==> config.mk <==
export PLATFORM = sky130hd
export DESIGN_NAME = led_startup_sequencer
export DESIGN_NICKNAME = d
export VERILOG_FILES = /design/src/core/led_seq_pkg.sv /design/src/core/led_startup_sequencer.sv
export SDC_FILE = /design/constraint.sdc
export NUM_CORES = 1
export LEC_CHECK = 0
export BUFFER_PORTS_ARGS = -buffer_cell sky130_fd_sc_hd__buf_2
export CAP_MARGIN = 20
export CORE_MARGIN = 3
export CORE_UTILIZATION = 58
export CTS_CLUSTER_SIZE = 20
export DETAILED_ROUTE_END_ITERATION = 8
export PLACE_DENSITY = 0.91
export SYNTH_ARGS = -nofsm -noshare
export SYNTH_HDL_FRONTEND = slang
export SYNTH_SLANG_ARGS = --single-unit
export TNS_END_PERCENT = 5
==> constraint.sdc <==
create_clock -name hclk -period 4.67 [get_ports hclk]
set_clock_uncertainty 0.2 [all_clocks]
set_input_delay 0 -clock hclk [delete_from_list [all_inputs] [get_ports hclk]]
set_output_delay 0 -clock hclk [all_outputs]
set_load 0.05 [all_outputs]
==> src/core/led_seq_pkg.sv <==
/*
  Constants, register map, state encoding and the state record for the
  LED driver startup and fault sequencer.
  Assumes a 50 MHz system clock and comparator levels from the analog side.
*/
package led_seq_pkg;

  // ==========================================================================
  // Clock and timing
  localparam int CLK_HZ           = 50_000_000;
  localparam int CLK_PER_US       = CLK_HZ / 1_000_000;
  localparam int LOW_OFF_US       = 16000;  // Long low on enable/dimming
  localparam int DETECT_DELAY_US  = 1500;   // LED pin settle before decision
  localparam int SOFTSTART_US     = 16000;  // Soft-start ramp timeout
  localparam int CNT_W            = 20;
  localparam logic [CNT_W-1:0] LOW_OFF_CYCLES =
    CNT_W'(LOW_OFF_US * CLK_PER_US);
  localparam logic [CNT_W-1:0] DETECT_CYCLES =
    CNT_W'(DETECT_DELAY_US * CLK_PER_US);
  localparam logic [CNT_W-1:0] SOFTSTART_CYCLES =
    CNT_W'(SOFTSTART_US * CLK_PER_US);

  // ==========================================================================
  // Channels and synchronised input positions
  localparam int NUM_CH      = 6;
  localparam int S_EN        = 0;
  localparam int S_SUPPLY    = 1;
  localparam int S_GATE      = 2;
  localparam int S_UVP_OK    = 3;
  localparam int S_VOUT93    = 4;
  localparam int S_FREQUENCY_PROGRAM_PIN      = 5;
  localparam int S_CURRENT_REFERENCE_PIN      = 6;
  localparam int S_FAULT_PIN = 7;
  localparam int S_ABOVE_LO  = 8;
  localparam int S_INUSE_LO  = 14;
  localparam int S_REG_LO    = 20;
  localparam int SYNC_W      = 26;

  // ==========================================================================
  // Register map (byte addresses inside a 256-byte window)
  localparam logic [7:0]  ADDR_CTRL     = 8'h00;
  localparam logic [7:0]  ADDR_CONFIG   = 8'h04;
  localparam logic [7:0]  ADDR_STATUS   = 8'h08;
  localparam logic [7:0]  ADDR_CHANNELS = 8'h0c;
  localparam int          CTRL_ENABLE   = 0;
  localparam int          CTRL_KEEP     = 1;
  localparam logic [15:0] CFG_RESET     = 16'h0064;
  localparam int          ST_STATE_LO   = 0;
  localparam int          ST_LATCH      = 4;
  localparam int          ST_FAULT      = 5;
  localparam int          ST_OPENLOOP   = 6;
  localparam int          ST_PIN        = 7;
  localparam int          CH_SHORT_LO   = 8;

  // ==========================================================================
  // State machine and state record
  typedef enum logic [2:0] {
    ST_OFF, ST_GATE, ST_WAIT_DIM, ST_DETECT, ST_SOFTSTART, ST_RUN,
    ST_LATCHED
  } state_e;

  typedef struct packed {
    state_e             state;
    logic [SYNC_W-1:0]  s1;
    logic [SYNC_W-1:0]  s2;
    logic [SYNC_W-1:0]  s3;
    logic [SYNC_W-1:0]  filt;
    logic [CNT_W-1:0]   low_cnt;
    logic [CNT_W-1:0]   det_cnt;
    logic [CNT_W-1:0]   ss_cnt;
    logic [15:0]        pulse_cnt;
    logic               uvp_latch;
    logic               short_fault;
    logic               open_loop;
    logic [NUM_CH-1:0]  in_use;
    logic [NUM_CH-1:0]  shorted;
    logic               gate_pull;
    logic               current_reference_pin_en;
    logic               boost_en;
    logic [NUM_CH-1:0]  sink_en;
    logic               fault_oe;
    logic               ctrl_enable;
    logic               keep_awake;
    logic [15:0]        cfg_thresh;
    logic               wr_pend;
    logic [7:0]         wr_addr;
    logic [31:0]        hrdata;
    logic               hreadyout;
    logic               ss_on;
  } seq_s;

  localparam seq_s SEQ_RESET = '{
    state:       ST_OFF,
    ctrl_enable: 1'b1,
    cfg_thresh:  CFG_RESET,
    hreadyout:   1'b1,
    default:     '0
  };

endpackage

==> src/core/led_startup_sequencer.sv <==
/*
  Startup and fault sequencer for a six-channel LED current-sink driver
  with boost stage, reached over an AHB-Lite register slave.
  Assumes comparator levels arrive asynchronously and are synchronised
  here; the enable/dimming pin and the fault pin are from outside.
  Timers count system clocks, so their accuracy is that of the clock.
  Every comparator level takes about four clocks to reach the filter,
  so the sequencer reacts a few clocks after a level changes.
  A bus write lands at the end of its data phase; a read whose address
  phase falls in that same cycle still returns the old value.
*/
// Implementation choices: the AHB-Lite slave port and the address map.
// What this block does
// - Wake only when enable/dimming is high and supply is above lockout.
// - Boost and LED channels enabled by dimming high, separate from wake; boost here stays on through soft-start at any dimming level.
// - Check output, LED, frequency and current pins before switching.
// - Enable/dimming low over 16 ms shuts the device off completely.
// - On wake pull gate down; at threshold enable current reference.
// - Detection starts when gate is at threshold and dimming is high.
// - Wait about 1.5 ms after LED pins rise above 120 mV.
// - Classify pins: shorted, unused, or in use by voltage comparators.
// - Unused channels stay disabled and out of the regulation loop.
// - Any shorted LED pin withholds soft-start.
// - Pin shorts pull fault low, retry, release at end of detection.
// - Output below one twelfth of overvoltage setting blocks soft-start.
// - Output undervoltage shuts the device down and sets a latch.
// - Latch cleared by supply lockout or enable low over 16 ms.
// - Latch also cleared by dimming low over 16 ms while kept awake.
// - Soft-start begins after detection, fixed 16 ms timer ramp.
// - Soft-start ends on regulation, output at 93%, or timeout.
// - Very short dimming pulses select open loop, else closed loop.
// - In operation dimming high turns enabled sinks on, low turns off.
`timescale 1ns/10ps
module led_startup_sequencer #(
  parameter logic [19:0] OFF_CYCLES       = led_seq_pkg::LOW_OFF_CYCLES,
  parameter logic [19:0] DETECT_TIME      = led_seq_pkg::DETECT_CYCLES,
  parameter logic [19:0] SS_TIME          = led_seq_pkg::SOFTSTART_CYCLES
) (
  input  wire logic        hclk,
  input  wire logic        hresetn,
  input  wire logic        hsel,
  input  wire logic [31:0] haddr,
  input  wire logic [1:0]  htrans,
  input  wire logic        hwrite,
  input  wire logic [2:0]  hsize,
  input  wire logic [31:0] hwdata,
  input  wire logic        hready,
  output logic             hreadyout,
  output logic [31:0]      hrdata,
  output logic             hresp,
  input  wire logic        en_dim_pin,
  input  wire logic        supply_above_lockout,
  input  wire logic        gate_at_threshold,
  input  wire logic        vout_above_uvp,
  input  wire logic        vout_above_93pct,
  input  wire logic        frequency_program_pin_fault,
  input  wire logic        current_reference_pin_fault,
  input  wire logic [5:0]  led_above_short,
  input  wire logic [5:0]  led_in_use,
  input  wire logic [5:0]  led_in_regulation,
  input  wire logic        fault_in,
  output logic             fault_out,
  output logic             fault_oe,
  output logic             gate_pull_en,
  output logic             current_reference_en,
  output logic             boost_en,
  output logic [5:0]       sink_en,
  output logic [5:0]       channel_in_loop,
  output logic             anticipatory_boost_control,
  output logic             softstart_active
);

  // ==========================================================================
  // Helpers
  // Accept a new level only when the last two stages agree
  function automatic logic [led_seq_pkg::SYNC_W-1:0] agree(
    input logic [led_seq_pkg::SYNC_W-1:0] old,
    input logic [led_seq_pkg::SYNC_W-1:0] b,
    input logic [led_seq_pkg::SYNC_W-1:0] c
  );
    agree = (b & c) | (old & (b | c));
  endfunction

  // Saturating count toward a limit
  function automatic logic [19:0] sat_inc(
    input logic [19:0] v,
    input logic [19:0] lim
  );
    sat_inc = (v < lim) ? v + 20'h00001 : v;
  endfunction

  // Soft-start decode, shared by the ramp flag and the boost enable
  function automatic logic is_ramp(
    input led_seq_pkg::state_e s
  );
    is_ramp = (s == led_seq_pkg::ST_SOFTSTART);
  endfunction

  // ==========================================================================
  // State
  led_seq_pkg::seq_s q;
  led_seq_pkg::seq_s next_q;
  logic [led_seq_pkg::SYNC_W-1:0] raw;

  assign raw = {led_in_regulation, led_in_use, led_above_short, fault_in,
                current_reference_pin_fault, frequency_program_pin_fault,
                vout_above_93pct, vout_above_uvp, gate_at_threshold,
                supply_above_lockout, en_dim_pin};

  // Outputs come straight from the state record; hresp and fault_out are tied low
  assign hreadyout            = q.hreadyout;
  assign hrdata               = q.hrdata;
  assign hresp                = 1'b0;
  assign fault_out            = 1'b0;
  assign fault_oe             = q.fault_oe;
  assign gate_pull_en         = q.gate_pull;
  assign current_reference_en = q.current_reference_pin_en;
  assign boost_en             = q.boost_en;
  assign sink_en              = q.sink_en;
  assign channel_in_loop      = q.in_use;
  assign anticipatory_boost_control = q.open_loop;
  assign softstart_active     = q.ss_on;

  // ==========================================================================
  // Next-state logic
  always_comb begin
    logic       en;
    logic       supply;
    logic       gate_ok;
    logic       uvp_ok;
    logic       v93;
    logic       pin_fault;
    logic [5:0] above;
    logic [5:0] use_now;
    logic [5:0] in_reg;
    logic       long_low;
    logic       take;
    logic       running;
    // Locals start defined so no path reads a stale value
    long_low  = 1'b0;
    take      = 1'b0;
    running   = 1'b0;
    en        = q.filt[led_seq_pkg::S_EN];
    supply    = q.filt[led_seq_pkg::S_SUPPLY];
    gate_ok   = q.filt[led_seq_pkg::S_GATE];
    uvp_ok    = q.filt[led_seq_pkg::S_UVP_OK];
    v93       = q.filt[led_seq_pkg::S_VOUT93];
    pin_fault = q.filt[led_seq_pkg::S_FREQUENCY_PROGRAM_PIN] | q.filt[led_seq_pkg::S_CURRENT_REFERENCE_PIN];
    above     = q.filt[led_seq_pkg::S_ABOVE_LO +: led_seq_pkg::NUM_CH];
    use_now   = q.filt[led_seq_pkg::S_INUSE_LO +: led_seq_pkg::NUM_CH];
    in_reg    = q.filt[led_seq_pkg::S_REG_LO +: led_seq_pkg::NUM_CH];
    next_q    = q;

    // synchronise inputs
    // Stage one feeds only stage two to keep metastability contained
    // Third stage lets the filter compare two settled samples
    next_q.s1   = raw;
    next_q.s2   = q.s1;
    next_q.s3   = q.s2;
    next_q.filt = agree(q.filt, q.s2, q.s3);

    // long low timer
    // Counts only on the filtered level so glitches never restart it
    // Saturates at the limit so a very long low stays a shutdown
    if (!en) begin
      next_q.low_cnt = sat_inc(q.low_cnt, OFF_CYCLES);
    end else begin
      next_q.low_cnt = '0;
    end
    long_low = !en && (q.low_cnt == OFF_CYCLES);

    // pulse width for loop choice
    // Width measured on each falling edge; saturates at 16 bits
    if (en) begin
      next_q.pulse_cnt = 16'(sat_inc({4'h0, q.pulse_cnt}, 20'h0ffff));
    end else if (q.pulse_cnt != 16'h0000) begin
      next_q.open_loop = (q.pulse_cnt < q.cfg_thresh);
      next_q.pulse_cnt = 16'h0000;
    end

    // ------------------------------------------------------------------------
    // Bus slave: zero wait states, read data loaded in the address phase
    take = hsel && htrans[1] && hready;
    next_q.hreadyout = 1'b1;
    next_q.wr_pend   = take && hwrite;
    if (take) begin
      next_q.wr_addr = haddr[7:0];
    end
    // Write data stands only in the data phase, hence the held address
    if (q.wr_pend) begin
      case (q.wr_addr)
        led_seq_pkg::ADDR_CTRL: begin
          next_q.ctrl_enable = hwdata[led_seq_pkg::CTRL_ENABLE];
          next_q.keep_awake  = hwdata[led_seq_pkg::CTRL_KEEP];
        end
        led_seq_pkg::ADDR_CONFIG: begin
          next_q.cfg_thresh = hwdata[15:0];
        end
        default: begin
          next_q.wr_addr = q.wr_addr;
        end
      endcase
    end
    // Read data loaded now so it stands for the whole data phase
    if (take && !hwrite) begin
      next_q.hrdata = 32'h0000_0000;
      case (haddr[7:0])
        led_seq_pkg::ADDR_CTRL: begin
          next_q.hrdata[led_seq_pkg::CTRL_ENABLE] = q.ctrl_enable;
          next_q.hrdata[led_seq_pkg::CTRL_KEEP]   = q.keep_awake;
        end
        led_seq_pkg::ADDR_CONFIG: begin
          next_q.hrdata[15:0] = q.cfg_thresh;
        end
        led_seq_pkg::ADDR_STATUS: begin
          next_q.hrdata[led_seq_pkg::ST_STATE_LO +: 3] = q.state;
          next_q.hrdata[led_seq_pkg::ST_LATCH]    = q.uvp_latch;
          next_q.hrdata[led_seq_pkg::ST_FAULT]    = q.fault_oe;
          next_q.hrdata[led_seq_pkg::ST_OPENLOOP] = q.open_loop;
          next_q.hrdata[led_seq_pkg::ST_PIN] =
            q.filt[led_seq_pkg::S_FAULT_PIN];
        end
        led_seq_pkg::ADDR_CHANNELS: begin
          next_q.hrdata[led_seq_pkg::NUM_CH-1:0] = q.in_use;
          next_q.hrdata[led_seq_pkg::CH_SHORT_LO +: led_seq_pkg::NUM_CH] =
            q.shorted;
        end
        default: begin
          next_q.hrdata = 32'h0000_0000;
        end
      endcase
    end

    // ------------------------------------------------------------------------
    // latch clear by power cycle
    if (!supply || long_low) begin
      next_q.uvp_latch = 1'b0;
    end

    // Sequencer
    case (q.state)
      led_seq_pkg::ST_OFF: begin
        // wake condition
        // A set latch or a cleared enable bit keeps the device asleep
        if (en && supply && q.ctrl_enable && !q.uvp_latch) begin
          next_q.state = led_seq_pkg::ST_GATE;
        end
      end
      led_seq_pkg::ST_GATE: begin
        // gate to threshold
        // Current reference stays off until the gate is at threshold
        if (gate_ok) begin
          next_q.state = led_seq_pkg::ST_WAIT_DIM;
        end
      end
      led_seq_pkg::ST_WAIT_DIM: begin
        if (en && gate_ok) begin
          next_q.det_cnt = '0;
          next_q.state   = led_seq_pkg::ST_DETECT;
        end
      end
      led_seq_pkg::ST_DETECT: begin
        if ((above != 6'h3f) || pin_fault) begin
          next_q.short_fault = 1'b1;
          next_q.shorted     = ~above;
          next_q.det_cnt     = '0;
        end else begin
          next_q.det_cnt = sat_inc(q.det_cnt, DETECT_TIME);
          if (q.det_cnt == DETECT_TIME) begin
            // drop unused channels
            // Classes sampled once, so a late pin cannot flip them
            next_q.in_use  = use_now;
            next_q.shorted = 6'h00;
            if (!uvp_ok) begin
              next_q.uvp_latch = 1'b1;
              next_q.state     = led_seq_pkg::ST_LATCHED;
            end else begin
              next_q.short_fault = 1'b0;
              next_q.ss_cnt      = '0;
              next_q.state       = led_seq_pkg::ST_SOFTSTART;
            end
          end
        end
      end
      led_seq_pkg::ST_SOFTSTART: begin
        next_q.ss_cnt = sat_inc(q.ss_cnt, SS_TIME);
        if (pin_fault) begin
          next_q.short_fault = 1'b1;
          next_q.det_cnt     = '0;
          next_q.state       = led_seq_pkg::ST_DETECT;
        end else if ((((q.in_use & in_reg) == q.in_use) &&
                      (q.in_use != 6'h00)) || v93 ||
                     (q.ss_cnt == SS_TIME)) begin
          next_q.state = led_seq_pkg::ST_RUN;
        end
      end
      led_seq_pkg::ST_RUN: begin
        if (!uvp_ok) begin
          next_q.uvp_latch = 1'b1;
          next_q.state     = led_seq_pkg::ST_LATCHED;
        end else if (pin_fault) begin
          next_q.short_fault = 1'b1;
          next_q.det_cnt     = '0;
          next_q.state       = led_seq_pkg::ST_DETECT;
        end
      end
      led_seq_pkg::ST_LATCHED: begin
        // Stays off until the latch is cleared, then rewakes from off
        // Gate, reference, boost and sinks are off here; only the fault line stays pulled
        if (!q.uvp_latch) begin
          next_q.state = led_seq_pkg::ST_OFF;
        end
      end
      default: begin
        next_q.state = led_seq_pkg::ST_OFF;
      end
    endcase

    // complete shutdown
    // Kept awake only when software sets the keep bit; then the latch clears and active states fall back to wait-dim
    // Classes are dropped so the next wake repeats detection
    if (!supply || (long_low && !q.keep_awake) || !q.ctrl_enable) begin
      next_q.state       = led_seq_pkg::ST_OFF;
      next_q.short_fault = 1'b0;
      next_q.in_use      = 6'h00;
      next_q.shorted     = 6'h00;
    end else if (long_low && (q.state != led_seq_pkg::ST_LATCHED)) begin
      next_q.state = (q.state == led_seq_pkg::ST_OFF) ?
                     led_seq_pkg::ST_OFF : led_seq_pkg::ST_WAIT_DIM;
    end

    // Output drive from the next state
    running = is_ramp(next_q.state) ||
              (next_q.state == led_seq_pkg::ST_RUN);
    next_q.gate_pull = (next_q.state != led_seq_pkg::ST_OFF) &&
                       (next_q.state != led_seq_pkg::ST_LATCHED);
    next_q.current_reference_pin_en   = next_q.gate_pull &&
                       (next_q.state != led_seq_pkg::ST_GATE);
    // boost on dimming high
    // Soft-start ramps regardless of duty so startup time stays fixed
    next_q.boost_en  = is_ramp(next_q.state) ||
                       ((next_q.state == led_seq_pkg::ST_RUN) && en);
    // Ramp flag registered with the state so the pin comes from a flop
    next_q.ss_on     = is_ramp(next_q.state);
    // Sinks stay dark outside the ramp and run states
    // sinks follow dimming
    next_q.sink_en   = running ? (next_q.in_use & {6{en}}) : 6'h00;
    next_q.fault_oe  = next_q.uvp_latch || next_q.short_fault;
  end

  // ==========================================================================
  // State register
  always_ff @(posedge hclk or negedge hresetn) begin
    if (!hresetn) begin
      q <= led_seq_pkg::SEQ_RESET;
    end else begin
      q <= next_q;
    end
  end

endmodule

==> reports/metrics.sh <==
STATUS='finished with violations'
VIOLATIONS_IN_THE_FINAL_REPORTS='negative hold slack'
DETAILEDROUTE.FIRSTPASSITERATIONCOUNT=8
CLOCKPOWERSHARE_PCT=44.9
STARTING_DENSITY_OF_THE_CORE_PCT=59.8
MAX_CLOCK_FREQ_GHz=0.334
TRACK_USAGE_PCT=28.9
WORSTSETUPENDPOINTTYPE='flip-flop'
VIASPERCELL=6.21
DRT-WIRELENGTH-PER-CELL_UM=21.7
NUMBER_OF_BUFFER_CELLS_ADDED_ON_PRIMARY_PORTS=89
CTS_MAX_LEVEL=1
DRC=0
WORSTREG2REGSTART='q[39]'
SYN_TO_FINAL_GROWTH_PCT=20.0
WORST-ENDPOINT-ARRIVAL_NS=3.22
PLACE_CONGESTION=0.853
GRT_START_MAX_NET_PINS=146
FINALNETCOUNT=1287
ASYNC_RESET_FF_SHARE_PCT=100
SEQUENCE_OF_CELLS_ON_THE_CRITICAL_PATH='or4_1 > nor4_4 > o2111ai_2 > dlygate4sd3_1 > mux2_2'
RSZ0062_AT_GRT='no'
DRT-INITIAL-DRC-COUNT=1136
SYNTH.DISTINCT_CELLS=80
DP.FINAL_HPWL_UM=16200
GRT_FIRST_PASS_WIRELENGTH_UM=49600
FF2FF_SETUP_SLACK_NS=1.68
NUMPLACEDINSTANCES=1303
YOSYS_WARNINGS=0
FINAL_LAYOUT_SIZE_SUFFIX_GT1_SHARE_PCT=17.2
ROWS=50
GRT.OVERFLOW.TOTAL=0
CTS_BUFFER_DEPTH=3
DIE_AREA_MM2=0.0212
CRIT_PATH_MAX_INCR_DELAY_NS=0.70
ANT_NETS=0
SYNTH_AREA_MM2=0.0113
DIE-HEIGHT_UM=146
TOTAL_VIA_COUNT_IN_THE_ROUTED_DESIGN=8976
LAYOUT.CELLS.NON_FILLER=1445
TIMING.FINAL.HOLD_VIOLATIONS=5
SEQ_AREA_FRAC_SYNTH_PCT=55.9
SETUP-TNS-FINAL_NS=0
CP_SLOWEST_CELL='sky130_fd_sc_hd__dlygate4sd3_1'
SWITCHING_POWER_uW=1260
POWER.SEQUENTIAL.FRACTION_PCT=46.9
POWER.STATIC_LEAKAGE_uW=0.00608
CLKSINKCOUNT=252
SETUP.WORST_PATH.CLASS='flip-flop to flip-flop'
TIMING.CRITICAL_PATH.FANOUT_MAX=8
SLEW_MARGIN_REL_PCT=27.6
MAX-CAP-VIOLATIONS=0
CELLINTERNALPOWER_uW=3830
POSTSYNTHREGISTERBITS=252
CLOCK_INSERTION_DELAY_WORST_SKEW_NS=0.55
VDD.IR_DROP.WORST_mV=0.367
SYNTH_FLOP_CELL='sky130_fd_sc_hd__dfrtp_1'
FIN_WORST_HOLD_SLACK_NS=-0.0309
SYNTH_ENABLE_FLOP_CELLS=0
INITIAL_ANTENNA_VIOLATION_COUNT=0
TIMING.FINAL.SETUP_VIOLATIONS=0
POWER.SHARE.SWITCHING_PCT=24.8
FIRST_GLOBAL_VIAS=9180
IO-PIN-COUNT=153
POST_SYNTH_INST_COUNT=1012
CRIT_PATH_START_KIND='flip-flop'
HOLD_CLASS='input pin to flip-flop'
ROUTE.FINAL.WIRE_LENGTH_UM=31300
TRANSITION_TIME_AT_THE_PIN_WITH_THE_LEAST_SLEW_MARGIN_NS=1.09
TIMING_MAX_TRANSITION_VIOLATIONS_FINAL=0
POWERDENSITY_mW_PER_MM2=376
YOSYSTOPAREACELLSHARE_PCT=55.0
SYNTH_AREA_PER_CELL_UM2=11.2
TIMING.FINAL.CRIT_SHARE_PCT=64.0
WORST_HOLD_STARTPOINT='hsel'
WORST-ENDPOINT-REQUIRED_NS=4.90
YOSYS.AREA.TOP_TYPE='sky130_fd_sc_hd__dfrtp_1'
DIE_W_UM=146
CTS.CLK_SLEW.WORST_PATHS_NS=0.08
SYNTH.TOP_CELLS.BY_AREA='sky130_fd_sc_hd__dfrtp_1 (55%), sky130_fd_sc_hd__buf_4 (3.2%), sky130_fd_sc_hd__mux2_2 (2.8%)'
CTS_TREE='built'
PWR-SHARE-COMB_PCT=8.3
PLACEABLECOREAREA_MM2=0.0189
CLOCK_BUFFERS_CREATED_BY_TRITONCTS=26
CRIT_PATH_START='q[39]'
NFILLCELLS=1137
LAYOUT_MIN_CYCLE_TIME_NS=2.99
CLOCK_TREE.ROOT_CELL='sky130_fd_sc_hd__clkbuf_16'
power by group through the flow:
stage / clock network (µW) / logic (µW) / registers (µW)
floorplan: 0 / 222 / 2380
global placement: 0 / 309 / 2400
detailed placement: 0 / 323 / 2410
CTS: 2260 / 401 / 2370
global route: 2380 / 459 / 2390
finish: 2290 / 421 / 2390
sequential cells by signal, summed over array words and instances, names as in the netlist:
name and cells:
channel_in_loop 6, anticipatory_boost_control 1, softstart_active 1, next_q 52
fault_oe 1, gate_pull_en 1, current_reference_en 1, sink_en 6
hrdata 16, boost_en 1, q 166
worst paths after layout:
path	end	cells past startpoint
max reg2reg	q[37]	5
max	q[37]	5
min reg2reg	next_q[204]	0
max in group asynchronous	q[60]	3
min in group asynchronous	q[47]	2
min	hrdata[3]	3
cell families after synthesis:
kind of cell               share of synthesized area [%]
buffers and inverters                               6.04
AOI/OAI and AO/OA                                   8.45
DFF                                                 55.9
xor gates and xnor gates                            3.41
adders and majority gates                           4.85
muxes                                               4.03
other                                             0.0665
and+or+nand+nor                                     17.3
placed cells by master, fill, tap and decap left out, types with 9 or more instances in the layout:
cell type / netlist / routed
sky130_fd_sc_hd__nor4_1: 25 / 25
sky130_fd_sc_hd__or3_1: 17 / 17
sky130_fd_sc_hd__nand3_1: 30 / 30
sky130_fd_sc_hd__conb_1: 2 / 19
sky130_fd_sc_hd__inv_1: 48 / 48
sky130_fd_sc_hd__nand4_1: 26 / 26
sky130_fd_sc_hd__nand2_1: 74 / 74
sky130_fd_sc_hd__a21o_1: 12 / 12
sky130_fd_sc_hd__xnor2_1: 30 / 30
sky130_fd_sc_hd__maj3_1: 26 / 26
sky130_fd_sc_hd__xor2_1: 14 / 14
sky130_fd_sc_hd__and3_1: 9 / 9
sky130_fd_sc_hd__nor3_1: 24 / 24
sky130_fd_sc_hd__ha_1: 23 / 23
sky130_fd_sc_hd__dlygate4sd3_1: 0 / 90
sky130_fd_sc_hd__a21oi_1: 32 / 32
sky130_fd_sc_hd__mux2_2: 28 / 28
sky130_fd_sc_hd__nor2_1: 82 / 82
sky130_fd_sc_hd__clkbuf_16: 0 / 26
sky130_fd_sc_hd__dfrtp_1: 248 / 248
sky130_fd_sc_hd__a22oi_1: 11 / 11
sky130_fd_sc_hd__buf_2: 11 / 88
sky130_fd_sc_hd__mux2i_1: 14 / 14
sky130_fd_sc_hd__o21ai_0: 44 / 44
critical path: cells and delay by family (launching register included):
family	cells	cell delay (ns)
AND/OR/NAND/NOR	2	0.94
multiplexers	1	0.31
flip-flops	1	0.39
AO/OA/AOI/OAI	1	0.33
buffers and inverters	1	0.70
per-layer routing:
metal  part of all wire, %  GRT usage, %  vias to the layer above
met3                   8.8          5.61                      181
met4                   6.7          15.2                        0
met2                    50          50.5                      618
met5                     0             0                        -
met1                    35          34.0                     4378
li1                      -             -                     3799
cells in the mapped netlist, drive strengths merged (5+ instances only):
cell type and instances:
a211oi 5, or2 5, nand3 33, nand2b 5
nor4 30, nor4b 8, buf 61, o21ai 47
maj3 26, nor2 83, mux2 28, nand2 74
nor3 29, a31oi 5, a22oi 11, ha 23
xor2 14, a21o 12, and2 9, and3 9
xnor2 30, dfrtp 248, clkbuf 17, and4 6
a21oi 33, inv 48, or3 17, mux2i 14
nand4 28
per-stage QoR:
stage	util [%]	total power [µW]	cell area (µm²)	worst slack [ns]	hold slack, ns
2_1_floorplan	-	2600	11400	2.44	-0.496
3_3_place_gp	61.8	2710	11700	1.82	-0.0921
3_5_place_dp	61.8	2730	11700	1.72	-0.0907
4_1_cts	71.5	5030	13500	1.70	0.0251
5_1_grt	71.7	5230	13600	1.63	-0.0336
6_report	71.7	5090	13600	1.68	-0.0309
cell type report:
cell class	instances	area (µm²)	area share [%]
multi-input cells	651	4360	32.2
diodes	1	2.50	0.0185
repair buffers	185	1420	10.5
clock inverters	13	196	1.45
clock buffers	35	754	5.57
inverters	48	180	1.33
flip-flops and latches	252	6310	46.6
well taps	260	325	2.40
what timing repair did:
action,in CTS,in global routing
gates resized for setup,0,0
setup buffers,0,0
hold endpoints to repair,207,3
hold buffers,88,2
No activity file was read; power rests on OpenSTA's default activity.
